<file path="src/hdl/pll_wait_pkg.sv">
// constants, field positions and carrier types for the loop and wait-stop control block
// assumes an 8-bit register port on the bus clock and a single synchronous clock domain
package pll_wait_pkg;

  localparam int ADDR_W = 8;
  localparam int DATA_W = 8;

  localparam logic [ADDR_W-1:0] CLOCK_SELECT_LOW_OFFSET = 8'h05;
  localparam logic [ADDR_W-1:0] LOOP_CONTROL_OFFSET = 8'h06;

  // clock_select_low fields
  localparam int LOOP_CLOCK_SELECT_BIT = 7;
  localparam int PSEUDO_STOP_SELECT_BIT = 6;
  localparam int SYS_WAIT_STOP_BIT = 5;
  localparam int OSC_REDUCED_WAIT_BIT = 4;
  localparam int LOOP_WAIT_STOP_BIT = 3;
  localparam int CORE_WAIT_STOP_BIT = 2;
  localparam int TICK_WAIT_STOP_BIT = 1;
  localparam int WATCHDOG_WAIT_STOP_BIT = 0;

  // loop_control fields
  localparam int CLOCK_MONITOR_ENABLE_BIT = 7;
  localparam int LOOP_POWER_ON_BIT = 6;
  localparam int AUTO_BANDWIDTH_BIT = 5;
  localparam int ACQUISITION_SELECT_BIT = 4;
  localparam int PSEUDO_STOP_TICK_ENABLE_BIT = 2;
  localparam int PSEUDO_STOP_WATCHDOG_ENABLE_BIT = 1;
  localparam int SELF_CLOCK_ENABLE_BIT = 0;

  localparam logic [DATA_W-1:0] CLOCK_SELECT_LOW_RESET = 8'h00;
  localparam logic [DATA_W-1:0] LOOP_CONTROL_RESET = 8'h00;
  localparam logic [DATA_W-1:0] READ_ZERO = 8'h00;

  typedef struct packed {
    logic wait_mode;
    logic stop_mode;
    logic special_mode;
  } chip_mode_type;

  // upper clock-select bits live elsewhere and arrive as levels
  typedef struct packed {
    logic loop_clock_select;
    logic pseudo_stop_select;
    logic sys_wait_stop;
    logic osc_reduced_wait;
    logic loop_wait_stop;
  } clock_select_high_type;

  typedef struct packed {
    logic core_clock_gate;
    logic tick_run;
    logic tick_div_clear;
    logic watchdog_run;
    logic watchdog_div_clear;
  } stop_ctrl_type;

  typedef enum logic [1:0] {
    MON_IDLE,
    MON_HANDLED
  } monitor_state_type;

endpackage : pll_wait_pkg

</file>
<file path="src/hdl/input_sync3.sv">
// three-stage synchroniser for a level arriving from outside the bus clock domain
// assumes the level stays put long enough to be seen twice in a row
`timescale 1ns/100ps
`default_nettype none
module input_sync3 (
  input wire logic i_clk,
  input wire logic i_rst_b,
  input wire logic i_async,
  output logic o_level
);

  logic meta_q;
  logic mid_q;
  logic late_q;
  logic level_q;
  logic level_d;

  // a change counts only once the second and third stages agree
  always_comb begin
    level_d = (mid_q == late_q) ? late_q : level_q;
  end

  always_ff @(posedge i_clk or negedge i_rst_b) begin
    if (!i_rst_b) begin
      meta_q <= 1'b0;
      mid_q <= 1'b0;
      late_q <= 1'b0;
      level_q <= 1'b0;
    end else begin
      meta_q <= i_async;
      mid_q <= meta_q;
      late_q <= mid_q;
      level_q <= level_d;
    end
  end

  assign o_level = level_q;

endmodule : input_sync3
`default_nettype wire

</file>
<file path="src/hdl/pll_wait_clock_monitor_ctrl.sv">
// wait-stop bits, loop control register and clock-failure response of the clock generator
// assumes mode, upper clock-select and self-clock status come from same-clock logic;
// clock failure and vco-near-target come from the analog side and are synchronised here
//
// Our own choice: the strobed register port.
`timescale 1ns/100ps
`default_nettype none
// Summary of operation
// - core clock is gated in wait mode when core_wait_stop is set
// - tick_wait_stop set halts tick timer and clears its dividers in wait
// - watchdog_wait_stop halts watchdog in wait; write once normal, anytime special
// - clock_monitor_enable enables loss detection; writes ignored while self-clock status set
// - full stop without pseudo-stop disables monitor and reports no clock loss
// - loop_power_on switches loop; writes ignored while loop_clock_select is set
// - self-clock mode forces loop on; reads still return latched power bit
// - powered loop with automatic bandwidth locks without software action
// - automatic bandwidth picks filter from vco nearness; else acquisition bit decides
// - loop_wait_stop holds automatic bandwidth at one and ignores writes to it
// - manual control: acquisition_select one is high bandwidth, zero is low
// - pseudo-stop tick enable clear freezes tick dividers without clearing them
// - pseudo-stop watchdog enable clear freezes watchdog dividers without clearing them
// - self_clock_enable write once normal; clearing refused while self-clock status set
// - clock failure enters self-clock mode if enabled, else monitor reset
// - self-clock mode requests loop minimum frequency on o_self_clock_min_freq
// - loop_wait_stop clears loop clock select for wait and powers loop down
module pll_wait_clock_monitor_ctrl (
  input wire logic i_clk,
  input wire logic i_rst_b,
  input wire logic [pll_wait_pkg::ADDR_W-1:0] i_addr,
  input wire logic [pll_wait_pkg::DATA_W-1:0] i_wdata,
  input wire logic i_wr,
  input wire logic i_rd,
  output logic [pll_wait_pkg::DATA_W-1:0] o_rdata,
  input wire pll_wait_pkg::chip_mode_type i_mode,
  input wire pll_wait_pkg::clock_select_high_type i_clock_select_low_high,
  input wire logic i_self_clock_status,
  input wire logic i_clock_fail_async,
  input wire logic i_vco_near_async,
  output pll_wait_pkg::stop_ctrl_type o_stop_ctrl,
  output logic o_loop_power,
  output logic o_loop_auto_lock,
  output logic o_high_bandwidth,
  output logic o_monitor_active,
  output logic o_loss_of_clock,
  output logic o_self_clock_req,
  output logic o_monitor_reset_req,
  output logic o_loop_select_clear,
  output logic o_self_clock_min_freq
);
  import pll_wait_pkg::*;

  logic wr_clock_select_low, wr_loop, clock_fail, vco_near;
  logic pseudo_stop, full_stop, monitor_on, fail_rise;
  logic core_wait_stop_q, core_wait_stop_d;
  logic tick_wait_stop_q, tick_wait_stop_d;
  logic watchdog_wait_stop, watchdog_used;
  logic clock_monitor_enable_q, clock_monitor_enable_d;
  logic loop_power_on_q, loop_power_on_d;
  logic auto_bandwidth_q, auto_bandwidth_d;
  logic acquisition_select_q, acquisition_select_d;
  logic pseudo_stop_tick_enable_q, pseudo_stop_tick_enable_d;
  logic pseudo_stop_watchdog_enable_q, pseudo_stop_watchdog_enable_d;
  logic self_clock_enable, self_clock_used;
  logic [DATA_W-1:0] rdata_q, rdata_d;
  stop_ctrl_type stop_q, stop_d;
  logic loop_power_q, loop_power_d;
  logic auto_lock_q, auto_lock_d;
  logic high_bw_q, high_bw_d;
  logic monitor_active_q, monitor_active_d;
  logic loss_q, loss_d;
  logic select_clear_q, select_clear_d;
  logic min_freq_q, min_freq_d;
  monitor_state_type mon_state_q, mon_state_d;
  logic fail_prev_q;
  logic self_req_q, self_req_d;
  logic mon_reset_q, mon_reset_d;

  input_sync3 u_fail_sync (
    .i_clk(i_clk),
    .i_rst_b(i_rst_b),
    .i_async(i_clock_fail_async),
    .o_level(clock_fail)
  );

  input_sync3 u_near_sync (
    .i_clk(i_clk),
    .i_rst_b(i_rst_b),
    .i_async(i_vco_near_async),
    .o_level(vco_near)
  );

  assign wr_clock_select_low = i_wr && (i_addr == CLOCK_SELECT_LOW_OFFSET);
  assign wr_loop = i_wr && (i_addr == LOOP_CONTROL_OFFSET);

  write_once_bit #(
    .RESET_VALUE(CLOCK_SELECT_LOW_RESET[WATCHDOG_WAIT_STOP_BIT])
  ) u_watchdog_wait_stop (
    .i_clk(i_clk),
    .i_rst_b(i_rst_b),
    .i_write(wr_clock_select_low),
    .i_special(i_mode.special_mode),
    .i_refuse(1'b0),
    .i_value(i_wdata[WATCHDOG_WAIT_STOP_BIT]),
    .o_value(watchdog_wait_stop),
    .o_used(watchdog_used)
  );

  write_once_bit #(
    .RESET_VALUE(LOOP_CONTROL_RESET[SELF_CLOCK_ENABLE_BIT])
  ) u_self_clock_enable (
    .i_clk(i_clk),
    .i_rst_b(i_rst_b),
    .i_write(wr_loop),
    .i_special(i_mode.special_mode),
    .i_refuse(i_self_clock_status && !i_wdata[SELF_CLOCK_ENABLE_BIT]),
    .i_value(i_wdata[SELF_CLOCK_ENABLE_BIT]),
    .o_value(self_clock_enable),
    .o_used(self_clock_used)
  );

  // register file: each bit keeps its own write condition
  always_comb begin
    core_wait_stop_d = core_wait_stop_q;
    tick_wait_stop_d = tick_wait_stop_q;
    clock_monitor_enable_d = clock_monitor_enable_q;
    loop_power_on_d = loop_power_on_q;
    auto_bandwidth_d = auto_bandwidth_q;
    acquisition_select_d = acquisition_select_q;
    pseudo_stop_tick_enable_d = pseudo_stop_tick_enable_q;
    pseudo_stop_watchdog_enable_d = pseudo_stop_watchdog_enable_q;
    if (wr_clock_select_low) begin
      core_wait_stop_d = i_wdata[CORE_WAIT_STOP_BIT];
      tick_wait_stop_d = i_wdata[TICK_WAIT_STOP_BIT];
    end
    if (wr_loop) begin
      if (!i_self_clock_status) begin
        clock_monitor_enable_d = i_wdata[CLOCK_MONITOR_ENABLE_BIT];
      end
      if (!i_clock_select_low_high.loop_clock_select) begin
        loop_power_on_d = i_wdata[LOOP_POWER_ON_BIT];
      end
      auto_bandwidth_d = i_wdata[AUTO_BANDWIDTH_BIT];
      acquisition_select_d = i_wdata[ACQUISITION_SELECT_BIT];
      pseudo_stop_tick_enable_d = i_wdata[PSEUDO_STOP_TICK_ENABLE_BIT];
      pseudo_stop_watchdog_enable_d = i_wdata[PSEUDO_STOP_WATCHDOG_ENABLE_BIT];
    end
    if (i_clock_select_low_high.loop_wait_stop) begin
      auto_bandwidth_d = 1'b1;
    end
  end

  // read data stand in the cycle after the read strobe only; latched power bit is shown
  always_comb begin
    rdata_d = READ_ZERO;
    if (i_rd && (i_addr == CLOCK_SELECT_LOW_OFFSET)) begin
      rdata_d[LOOP_CLOCK_SELECT_BIT] = i_clock_select_low_high.loop_clock_select;
      rdata_d[PSEUDO_STOP_SELECT_BIT] = i_clock_select_low_high.pseudo_stop_select;
      rdata_d[SYS_WAIT_STOP_BIT] = i_clock_select_low_high.sys_wait_stop;
      rdata_d[OSC_REDUCED_WAIT_BIT] = i_clock_select_low_high.osc_reduced_wait;
      rdata_d[LOOP_WAIT_STOP_BIT] = i_clock_select_low_high.loop_wait_stop;
      rdata_d[CORE_WAIT_STOP_BIT] = core_wait_stop_q;
      rdata_d[TICK_WAIT_STOP_BIT] = tick_wait_stop_q;
      rdata_d[WATCHDOG_WAIT_STOP_BIT] = watchdog_wait_stop;
    end else if (i_rd && (i_addr == LOOP_CONTROL_OFFSET)) begin
      rdata_d[CLOCK_MONITOR_ENABLE_BIT] = clock_monitor_enable_q;
      rdata_d[LOOP_POWER_ON_BIT] = loop_power_on_q;
      rdata_d[AUTO_BANDWIDTH_BIT] = auto_bandwidth_q;
      rdata_d[ACQUISITION_SELECT_BIT] = acquisition_select_q;
      rdata_d[PSEUDO_STOP_TICK_ENABLE_BIT] = pseudo_stop_tick_enable_q;
      rdata_d[PSEUDO_STOP_WATCHDOG_ENABLE_BIT] = pseudo_stop_watchdog_enable_q;
      rdata_d[SELF_CLOCK_ENABLE_BIT] = self_clock_enable;
    end
  end

  always_ff @(posedge i_clk or negedge i_rst_b) begin
    if (!i_rst_b) begin
      core_wait_stop_q <= CLOCK_SELECT_LOW_RESET[CORE_WAIT_STOP_BIT];
      tick_wait_stop_q <= CLOCK_SELECT_LOW_RESET[TICK_WAIT_STOP_BIT];
      clock_monitor_enable_q <= LOOP_CONTROL_RESET[CLOCK_MONITOR_ENABLE_BIT];
      loop_power_on_q <= LOOP_CONTROL_RESET[LOOP_POWER_ON_BIT];
      auto_bandwidth_q <= LOOP_CONTROL_RESET[AUTO_BANDWIDTH_BIT];
      acquisition_select_q <= LOOP_CONTROL_RESET[ACQUISITION_SELECT_BIT];
      pseudo_stop_tick_enable_q <= LOOP_CONTROL_RESET[PSEUDO_STOP_TICK_ENABLE_BIT];
      pseudo_stop_watchdog_enable_q <= LOOP_CONTROL_RESET[PSEUDO_STOP_WATCHDOG_ENABLE_BIT];
      rdata_q <= READ_ZERO;
    end else begin
      core_wait_stop_q <= core_wait_stop_d;
      tick_wait_stop_q <= tick_wait_stop_d;
      clock_monitor_enable_q <= clock_monitor_enable_d;
      loop_power_on_q <= loop_power_on_d;
      auto_bandwidth_q <= auto_bandwidth_d;
      acquisition_select_q <= acquisition_select_d;
      pseudo_stop_tick_enable_q <= pseudo_stop_tick_enable_d;
      pseudo_stop_watchdog_enable_q <= pseudo_stop_watchdog_enable_d;
      rdata_q <= rdata_d;
    end
  end

  assign pseudo_stop = i_mode.stop_mode && i_clock_select_low_high.pseudo_stop_select;
  assign full_stop = i_mode.stop_mode && !i_clock_select_low_high.pseudo_stop_select;
  assign monitor_on = clock_monitor_enable_q && !full_stop;
  assign fail_rise = clock_fail && !fail_prev_q;

  // control outputs, all registered so they never glitch into the clock gates
  always_comb begin
    stop_d.core_clock_gate = i_mode.wait_mode && core_wait_stop_q;
    stop_d.tick_div_clear = i_mode.wait_mode && tick_wait_stop_q;
    stop_d.tick_run = !stop_d.tick_div_clear && !(pseudo_stop && !pseudo_stop_tick_enable_q);
    stop_d.watchdog_div_clear = i_mode.wait_mode && watchdog_wait_stop;
    stop_d.watchdog_run = !stop_d.watchdog_div_clear && !(pseudo_stop && !pseudo_stop_watchdog_enable_q);
    select_clear_d = i_mode.wait_mode && i_clock_select_low_high.loop_wait_stop;
    // power bit stays latched; the loop itself drops in wait with loop_wait_stop set and is forced on in self-clock
    loop_power_d = i_self_clock_status || (loop_power_on_q && !select_clear_d);
    auto_lock_d = loop_power_d && auto_bandwidth_q;
    high_bw_d = auto_bandwidth_q ? !vco_near : acquisition_select_q;
    monitor_active_d = monitor_on;
    loss_d = monitor_on && clock_fail;
    min_freq_d = i_self_clock_status;
  end

  // one response per failure; the monitor rearms once the failure clears
  always_comb begin
    mon_state_d = mon_state_q;
    self_req_d = 1'b0;
    mon_reset_d = 1'b0;
    unique case (mon_state_q)
      MON_IDLE: begin
        if (fail_rise && monitor_on) begin
          self_req_d = self_clock_enable;
          mon_reset_d = !self_clock_enable;
          mon_state_d = MON_HANDLED;
        end
      end
      MON_HANDLED: begin
        if (!clock_fail) begin
          mon_state_d = MON_IDLE;
        end
      end
      default: begin
        mon_state_d = MON_IDLE;
      end
    endcase
  end

  always_ff @(posedge i_clk or negedge i_rst_b) begin
    if (!i_rst_b) begin
      stop_q <= '{1'b0, 1'b1, 1'b0, 1'b1, 1'b0};
      loop_power_q <= 1'b0;
      auto_lock_q <= 1'b0;
      high_bw_q <= 1'b0;
      monitor_active_q <= 1'b0;
      loss_q <= 1'b0;
      select_clear_q <= 1'b0;
      min_freq_q <= 1'b0;
      mon_state_q <= MON_IDLE;
      fail_prev_q <= 1'b0;
      self_req_q <= 1'b0;
      mon_reset_q <= 1'b0;
    end else begin
      stop_q <= stop_d;
      loop_power_q <= loop_power_d;
      auto_lock_q <= auto_lock_d;
      high_bw_q <= high_bw_d;
      monitor_active_q <= monitor_active_d;
      loss_q <= loss_d;
      select_clear_q <= select_clear_d;
      min_freq_q <= min_freq_d;
      mon_state_q <= mon_state_d;
      fail_prev_q <= clock_fail;
      self_req_q <= self_req_d;
      mon_reset_q <= mon_reset_d;
    end
  end

  assign o_rdata = rdata_q;
  assign o_stop_ctrl = stop_q;
  assign o_loop_power = loop_power_q;
  assign o_loop_auto_lock = auto_lock_q;
  assign o_high_bandwidth = high_bw_q;
  assign o_monitor_active = monitor_active_q;
  assign o_loss_of_clock = loss_q;
  assign o_self_clock_req = self_req_q;
  assign o_monitor_reset_req = mon_reset_q;
  assign o_loop_select_clear = select_clear_q;
  assign o_self_clock_min_freq = min_freq_q;
endmodule : pll_wait_clock_monitor_ctrl
`default_nettype wire

</file>
<file path="src/hdl/write_once_bit.sv">
// one control bit that takes a single write in normal modes and any write in special modes
// assumes the caller decodes the register write and any refusal condition
`timescale 1ns/100ps
`default_nettype none
module write_once_bit #(
  parameter logic RESET_VALUE = 1'b0
) (
  input wire logic i_clk,
  input wire logic i_rst_b,
  input wire logic i_write,
  input wire logic i_special,
  input wire logic i_refuse,
  input wire logic i_value,
  output logic o_value,
  output logic o_used
);

  logic value_q;
  logic value_d;
  logic used_q;
  logic used_d;

  // a refused write does not spend the single normal-mode write
  always_comb begin
    value_d = value_q;
    used_d = used_q;
    if (i_write && !i_refuse && (i_special || !used_q)) begin
      value_d = i_value;
      used_d = 1'b1;
    end
  end

  always_ff @(posedge i_clk or negedge i_rst_b) begin
    if (!i_rst_b) begin
      value_q <= RESET_VALUE;
      used_q <= 1'b0;
    end else begin
      value_q <= value_d;
      used_q <= used_d;
    end
  end

  assign o_value = value_q;
  assign o_used = used_q;

endmodule : write_once_bit
`default_nettype wire

</file>
<file path="config.mk">
export PLATFORM = sky130hd
export DESIGN_NAME = pll_wait_clock_monitor_ctrl
export DESIGN_NICKNAME = d
export VERILOG_FILES = /design/src/hdl/pll_wait_pkg.sv /design/src/hdl/input_sync3.sv /design/src/hdl/pll_wait_clock_monitor_ctrl.sv /design/src/hdl/write_once_bit.sv
export SDC_FILE = /design/constraint.sdc
export NUM_CORES = 1
export LEC_CHECK = 0
export ABC_AREA = 1
export BUFFER_PORTS_ARGS = -buffer_cell sky130_fd_sc_hd__buf_2
export CAP_MARGIN = 20
export CORE_MARGIN = 2
export CORE_UTILIZATION = 50
export DETAILED_ROUTE_END_ITERATION = 8
export PLACE_DENSITY = 0.78
export SYNTH_ARGS = -nofsm -noshare
export SYNTH_HDL_FRONTEND = slang
export SYNTH_SLANG_ARGS = --single-unit
</file>
<file path="constraint.sdc">
create_clock -name i_clk -period 1.1 [get_ports i_clk]
set_input_delay 0.055 -clock i_clk [delete_from_list [all_inputs] [get_ports i_clk]]
set_output_delay 0.055 -clock i_clk [all_outputs]
set_load 0.005 [all_outputs]
</file>
Word level (Yosys, flattened, before mapping)
Index checks and enable logic that the tools add are counted.

storage, ports and cells
  input port bits = 31
  output and inout port bits = 22
  register bits after elaboration = 45
  word-level logic and storage cells = 109

cells by class
  muxes and demuxes = 15
  reduce and logical (&&, ||, !) cells = 48
  bitwise operators = 2
  equal/unequal tests = 7

operator list
  cell                                            count
  logical AND 1 bit                               24
  == test 8 x 3 -> 1 bit (second input constant)  2
  logical NOT 1 bit                               16
  2-to-1 mux 1 bit                                8
  2-to-1 mux 4 bit                                2
  2-to-1 mux 3 bit                                2
  AND reduction 2 bit                             3
  2-to-1 mux 2 bit                                2
  != test 2 bit (second input constant)           2
  one-hot mux 2 bit (2 select lines)              1
  logical OR 1 bit                                3
  == test 1 bit                                   2
  == test 2 x 1 -> 1 bit (second input constant)  1
  logical NOT 2 bit                               1
  inverter 1 bit                                  2
  nonzero test 2 bit                              1

Longest topological paths before layout
  word-level depth = 7
  depth in mapped cells = 8
  depth with buffers taken out = 8

Hierarchy
From an unflattened synthesis, not the netlist that was laid out.

second synthesis, totals
  cell total of the unflattened synthesis = 173
  area total of the unflattened synthesis = 1,675.4 um^2

modules (own cells, without submodules)
  module                       sequential area each (um^2)  instances  area each (um^2)  cells an instance
  pll_wait_clock_monitor_ctrl  803.3                        1          1,262.5           135
  input_sync3                  100.1                        2          116.4             8
  write_once_bit               50.0                         2          90.1              11

Worst setup path after synthesis
Ideal clock, no wire load.

  kind = flip-flop to flip-flop
  start point = register u_fail_sync.o_level (netlist name)
  end point = register u_fail_sync.level_q (netlist: u_fail_sync.o_level)
  data arrival time = 0.696 ns
  clock period less this slack = 0.827 ns
  data required time = 0.969 ns
  path slack = 0.273 ns
  stages on the path, launching flop included = 2
  library setup time = 0.131 ns
  buffers on the path = 0
  path through = dfrtp_1 maj3_1

RTL lines
  item                    line               RTL
  end signal: assignment  input_sync3.sv:33  level_q <= level_d;
  end: declaration        input_sync3.sv:15  logic level_q;

Final worst setup path
  start point = register stop_q (netlist bit o_stop_ctrl[1])
  end point = output o_stop_ctrl[1] (netlist name)

RTL lines
  item                      line                                RTL
  start: declaration        pll_wait_clock_monitor_ctrl.sv:65   stop_ctrl_type stop_q, stop_d;
  start signal: assignment  pll_wait_clock_monitor_ctrl.sv:247  stop_q <= '{1'b0, 1'b1, 1'b0, 1'b1, 1'b0};
  start signal: assignment  pll_wait_clock_monitor_ctrl.sv:260  stop_q <= stop_d;
  end: declaration          pll_wait_clock_monitor_ctrl.sv:39   output pll_wait_pkg::stop_ctrl_type o_stop_ctrl,

No word-level cell between the ends.

==> tab_implementation.tex <==
\begin{tabular}{lr}
\hline
Metric & Value \\
\hline
\multicolumn{2}{l}{\textbf{STA}} \\
Minimum setup slack in the final design & $\sim$0.075 ns \\
Total Negative Setup Slacks & 0 ns \\
Transition at the pin with the smallest max-transition slack & slightly below 0.3 ns \\
Fin crit share & 0.932 \\
Max-slew violation count & 0 \\
Setup violators final & 0 \\
Relative slew slack & 0.804 \\
Final hold vios & 0 \\
Final critical path time including I/O delays and setup & 1.02 ns \\
RSZ-0062 raised after global routing & no \\
Final clock skew & 0.00989 ns \\
Fmax & 976 MHz \\
\multicolumn{2}{l}{\textbf{Drt}} \\
First drt pass iteration count & 4 \\
Avg Vias per Cell & about 4.6 \\
Post-Route WL & about 3.3 mm \\
Via Count & 1341 \\
First-iteration detailed-routing DRC count & 26 \\
Detailed-route wire length per cell & 11.4 µm \\
DRC & 0 \\
Antenna violation net count after detailed routing & 0 \\
\multicolumn{2}{l}{\textbf{Global route}} \\
Vias in the first global route & between 1000 and 1500 \\
Overall fraction of global-route tracks in use & 0.192 \\
Antenna violations before repair & 0 \\
Global-route wire length before repair & around 5.7 mm \\
Final global-route overflow total & 0 \\
Pin count of the biggest net entering global routing & 34 \\
\multicolumn{2}{l}{\textbf{Worst setup path}} \\
Cell breakdown of the critical path & buf\_2 \\
Highest cell delay on the worst timing path & 0.53 ns \\
Count of buffering cells on the critical path with inverters included & 1 \\
Setup crit start kind & register \\
Worst-path fanout max & 1 \\
Slowest library cell on the worst path & dfstp\_2 \\
Path type of the worst setup path & register to output pin \\
Top cell family by delay on the critical path & flip-flops \\
WP data required & 1.04 ns \\
Endpoint class of the critical path & output pin \\
Worst endpoint data arrival time & 0.97 ns \\
\multicolumn{2}{l}{\textbf{Floorplan}} \\
Starting density of the core & 0.518 \\
Height of the die & 62.6 µm \\
FP Rows & 21 \\
Placeable core region & 3310 µm² \\
Horizontal die dimension & between 60 and 70 µm \\
Die Footprint & 3920 µm² \\
IO Count & 53 \\
\multicolumn{2}{l}{\textbf{Synth}} \\
Proportion of synthesized chip area in sequential cells & 0.643 \\
Synthesized-area fraction occupied by ao, oa, aoi and oai cells & 0.0438 \\
Area fraction in and, or, nand and nor cells after synthesis & 0.222 \\
XOR/XNOR Fraction of Synth Area & 0 \\
Mux share of post-synthesis cell area & 0 \\
Number of distinct library cells after synthesis & 24 \\
Mean post-synth cell area & 10.0 µm² \\
Net Count, Synth & 202 \\
Netlist area before placement & 1720 µm² \\
Dominant combinational cell family by area after synthesis & simple AND/OR/NAND/NOR gates \\
Post-Synthesis Cells & 171 \\
Number of warnings issued by yosys & 0 \\
Adder-cell share of the synthesized area & 0.0117 \\
Total of flip-flops plus latches after synthesis & 44 \\
\multicolumn{2}{l}{\textbf{Final layout}} \\
Non-filler instance count after layout & around 300 \\
Most frequent cells in the layout & buf\_2, dfrtp\_1, nand2\_1 \\
Final core utilization & 0.703 \\
Fraction of final layout cells with drive strength greater than 1 & 0.327 \\
Synth-to-Final Area Change & 35.6\% \\
Most frequent standard cell in the layout excluding fill and tap cells & buf\_2 \\
Filler instances & between 200 and 300 \\
Final \#Nets & $\sim$280 \\
Number of diodes & 0 \\
Flip-flop count of the largest register, all copies and words added & 8 \\
\multicolumn{2}{l}{\textbf{Place}} \\
Number of input and output port buffers inserted & 51 \\
DPL Wire Length & 2.39 mm \\
Worst setup slack before clock tree synthesis & 0.0510 ns \\
Gpl congestion & about 0.8 \\
Cell total after placement & 268 \\
\multicolumn{2}{l}{\textbf{Status}} \\
Outcome & completed \\
\multicolumn{2}{l}{\textbf{Pwr}} \\
Net load switching power & 0.644 mW \\
Total power of the final layout & 2.93 mW \\
Clock Power Share & 0.328 \\
Cell-internal power & 2.28 mW \\
Maximum vdd drop & 0.883 mV \\
Static leakage & 1.28 nW \\
Sequential power share & 0.581 \\
Switch share & 0.220 \\
Power density over the cells & 1260 nW/µm² \\
Combinational share of power & 0.092 \\
\multicolumn{2}{l}{\textbf{Clocking}} \\
H-tree depth & 2 \\
TritonCTS clock tree & yes \\
Number of buffers created by CTS & 5 \\
Number of buffers between clock root and the deepest sink & 2 \\
Clock network latency to the later pin of the worst-skew pair & approximately 0.35 ns \\
Worst-path clk slew & $\sim$0.11 ns \\
Clock net sink count & 44 \\
Clock tree root driver cell & clkbuf\_4 \\
\multicolumn{2}{l}{\textbf{Run}} \\
Number of violations of the max-capacitance limit & 0 \\
\multicolumn{2}{l}{\textbf{Hold path}} \\
Path category of the worst min-delay check & primary input to register \\
\hline
\end{tabular}
==> metrics by stage <==
stage	area, µm²	hold slack, ns
after global placement	2050	-0.0494
after floorplan	1720	-0.241
final	2330	0.0145
after global routing	2330	0.0127
after CTS	2320	0.00546
after detailed placement	2050	-0.0487
==> what timing repair did <==
action,CTS,global route
setup buffers,0,0
endpoints found under the hold margin,68,0
hold buffers,19,0
resized for setup,0,4
setup endpoints to repair,0,3
==> power groups by stage <==
stage / combinational (mW) / sequential [mW] / clock (mW)
after global routing: 0.303 / 1.71 / 1.04
final: 0.269 / 1.70 / 0.959
after global placement: 0.210 / 1.73 / 0
after floorplan: 0.0749 / 1.73 / 0
after CTS: 0.269 / 1.70 / 0.980
after detailed placement: 0.218 / 1.73 / 0
==> tightest hold or removal path: stages <==
cell and delay (ns):
buf_2 0.15, nand3_1 0.09, nand2_1 0.05
==> synthesized netlist by cell type <==
cell / n / area share
a31oi_1: 2 / 0.0073
dfstp_2: 2 / 0.031
o21ai_1: 6 / 0.018
o21ai_2: 2 / 0.010
nand3_1: 14 / 0.041
nand2_1: 41 / 0.090
dfrtp_1: 42 / 0.61
inv_4: 1 / 0.0036
nor3_2: 1 / 0.0058
nand2_2: 2 / 0.0073
nor2_2: 3 / 0.011
o21ai_0: 2 / 0.0058
nand3b_1: 1 / 0.0044
or2_2: 1 / 0.0036
nand4_1: 3 / 0.011
clkbuf_2: 1 / 0.0029
maj3_1: 2 / 0.012
buf_6: 1 / 0.0066
inv_2: 3 / 0.0066
nor2_4: 3 / 0.020
nand3_2: 2 / 0.012
a21oi_1: 1 / 0.0029
nor2_1: 8 / 0.018
inv_1: 27 / 0.059
==> per-layer routing <==
| layer | share of wire | vias to the layer above | track usage |
|---|---|---|---|
| li1 | - | 676 | - |
| met5 | 0 | - | 0 |
| met2 | 0.50 | 39 | 0.333 |
| met3 | 0.046 | 5 | 0.0523 |
| met1 | 0.43 | 621 | 0.224 |
| met4 | 0.020 | 0 | 0.0833 |
==> cell type report <==
class,count,area (µm²),area share
Clock buffer,6,41.3,0.0178
Clock inverter,2,35.0,0.0151
Inverter,31,119,0.0511
Multi-Input combinational cell,94,487,0.209
Sequential cell,44,1100,0.474
Tap cell,46,57.6,0.0247
Timing Repair Buffer,71,483,0.208
==> logic make-up after synthesis <==
| family | Yosys count |
|---|---|
| flip-flops | 44 |
| buffers and inverters | 33 |
| adder cells (fa/ha/maj) | 2 |
| AO/OA/AOI/OAI | 13 |
| AND/OR/NAND/NOR | 79 |
==> worst paths after layout <==
path                                         from  slack [ns]                  end  cells after the start
min in group asynchronous                 i_rst_b        0.10       o_stop_ctrl[4]                      2
setup reg to reg           clock_monitor_enable_q        0.18  o_monitor_reset_req                      4
max in group asynchronous                 i_rst_b        0.48       o_stop_ctrl[1]                      3
hold reg to reg                u_fail_sync.meta_q        0.37    u_fail_sync.mid_q                      0
hold / removal                               i_rd        0.01           o_rdata[4]                      3
setup / recovery                   o_stop_ctrl[1]        0.08       o_stop_ctrl[1]                      1
No activity file was read; power rests on OpenSTA's default activity.
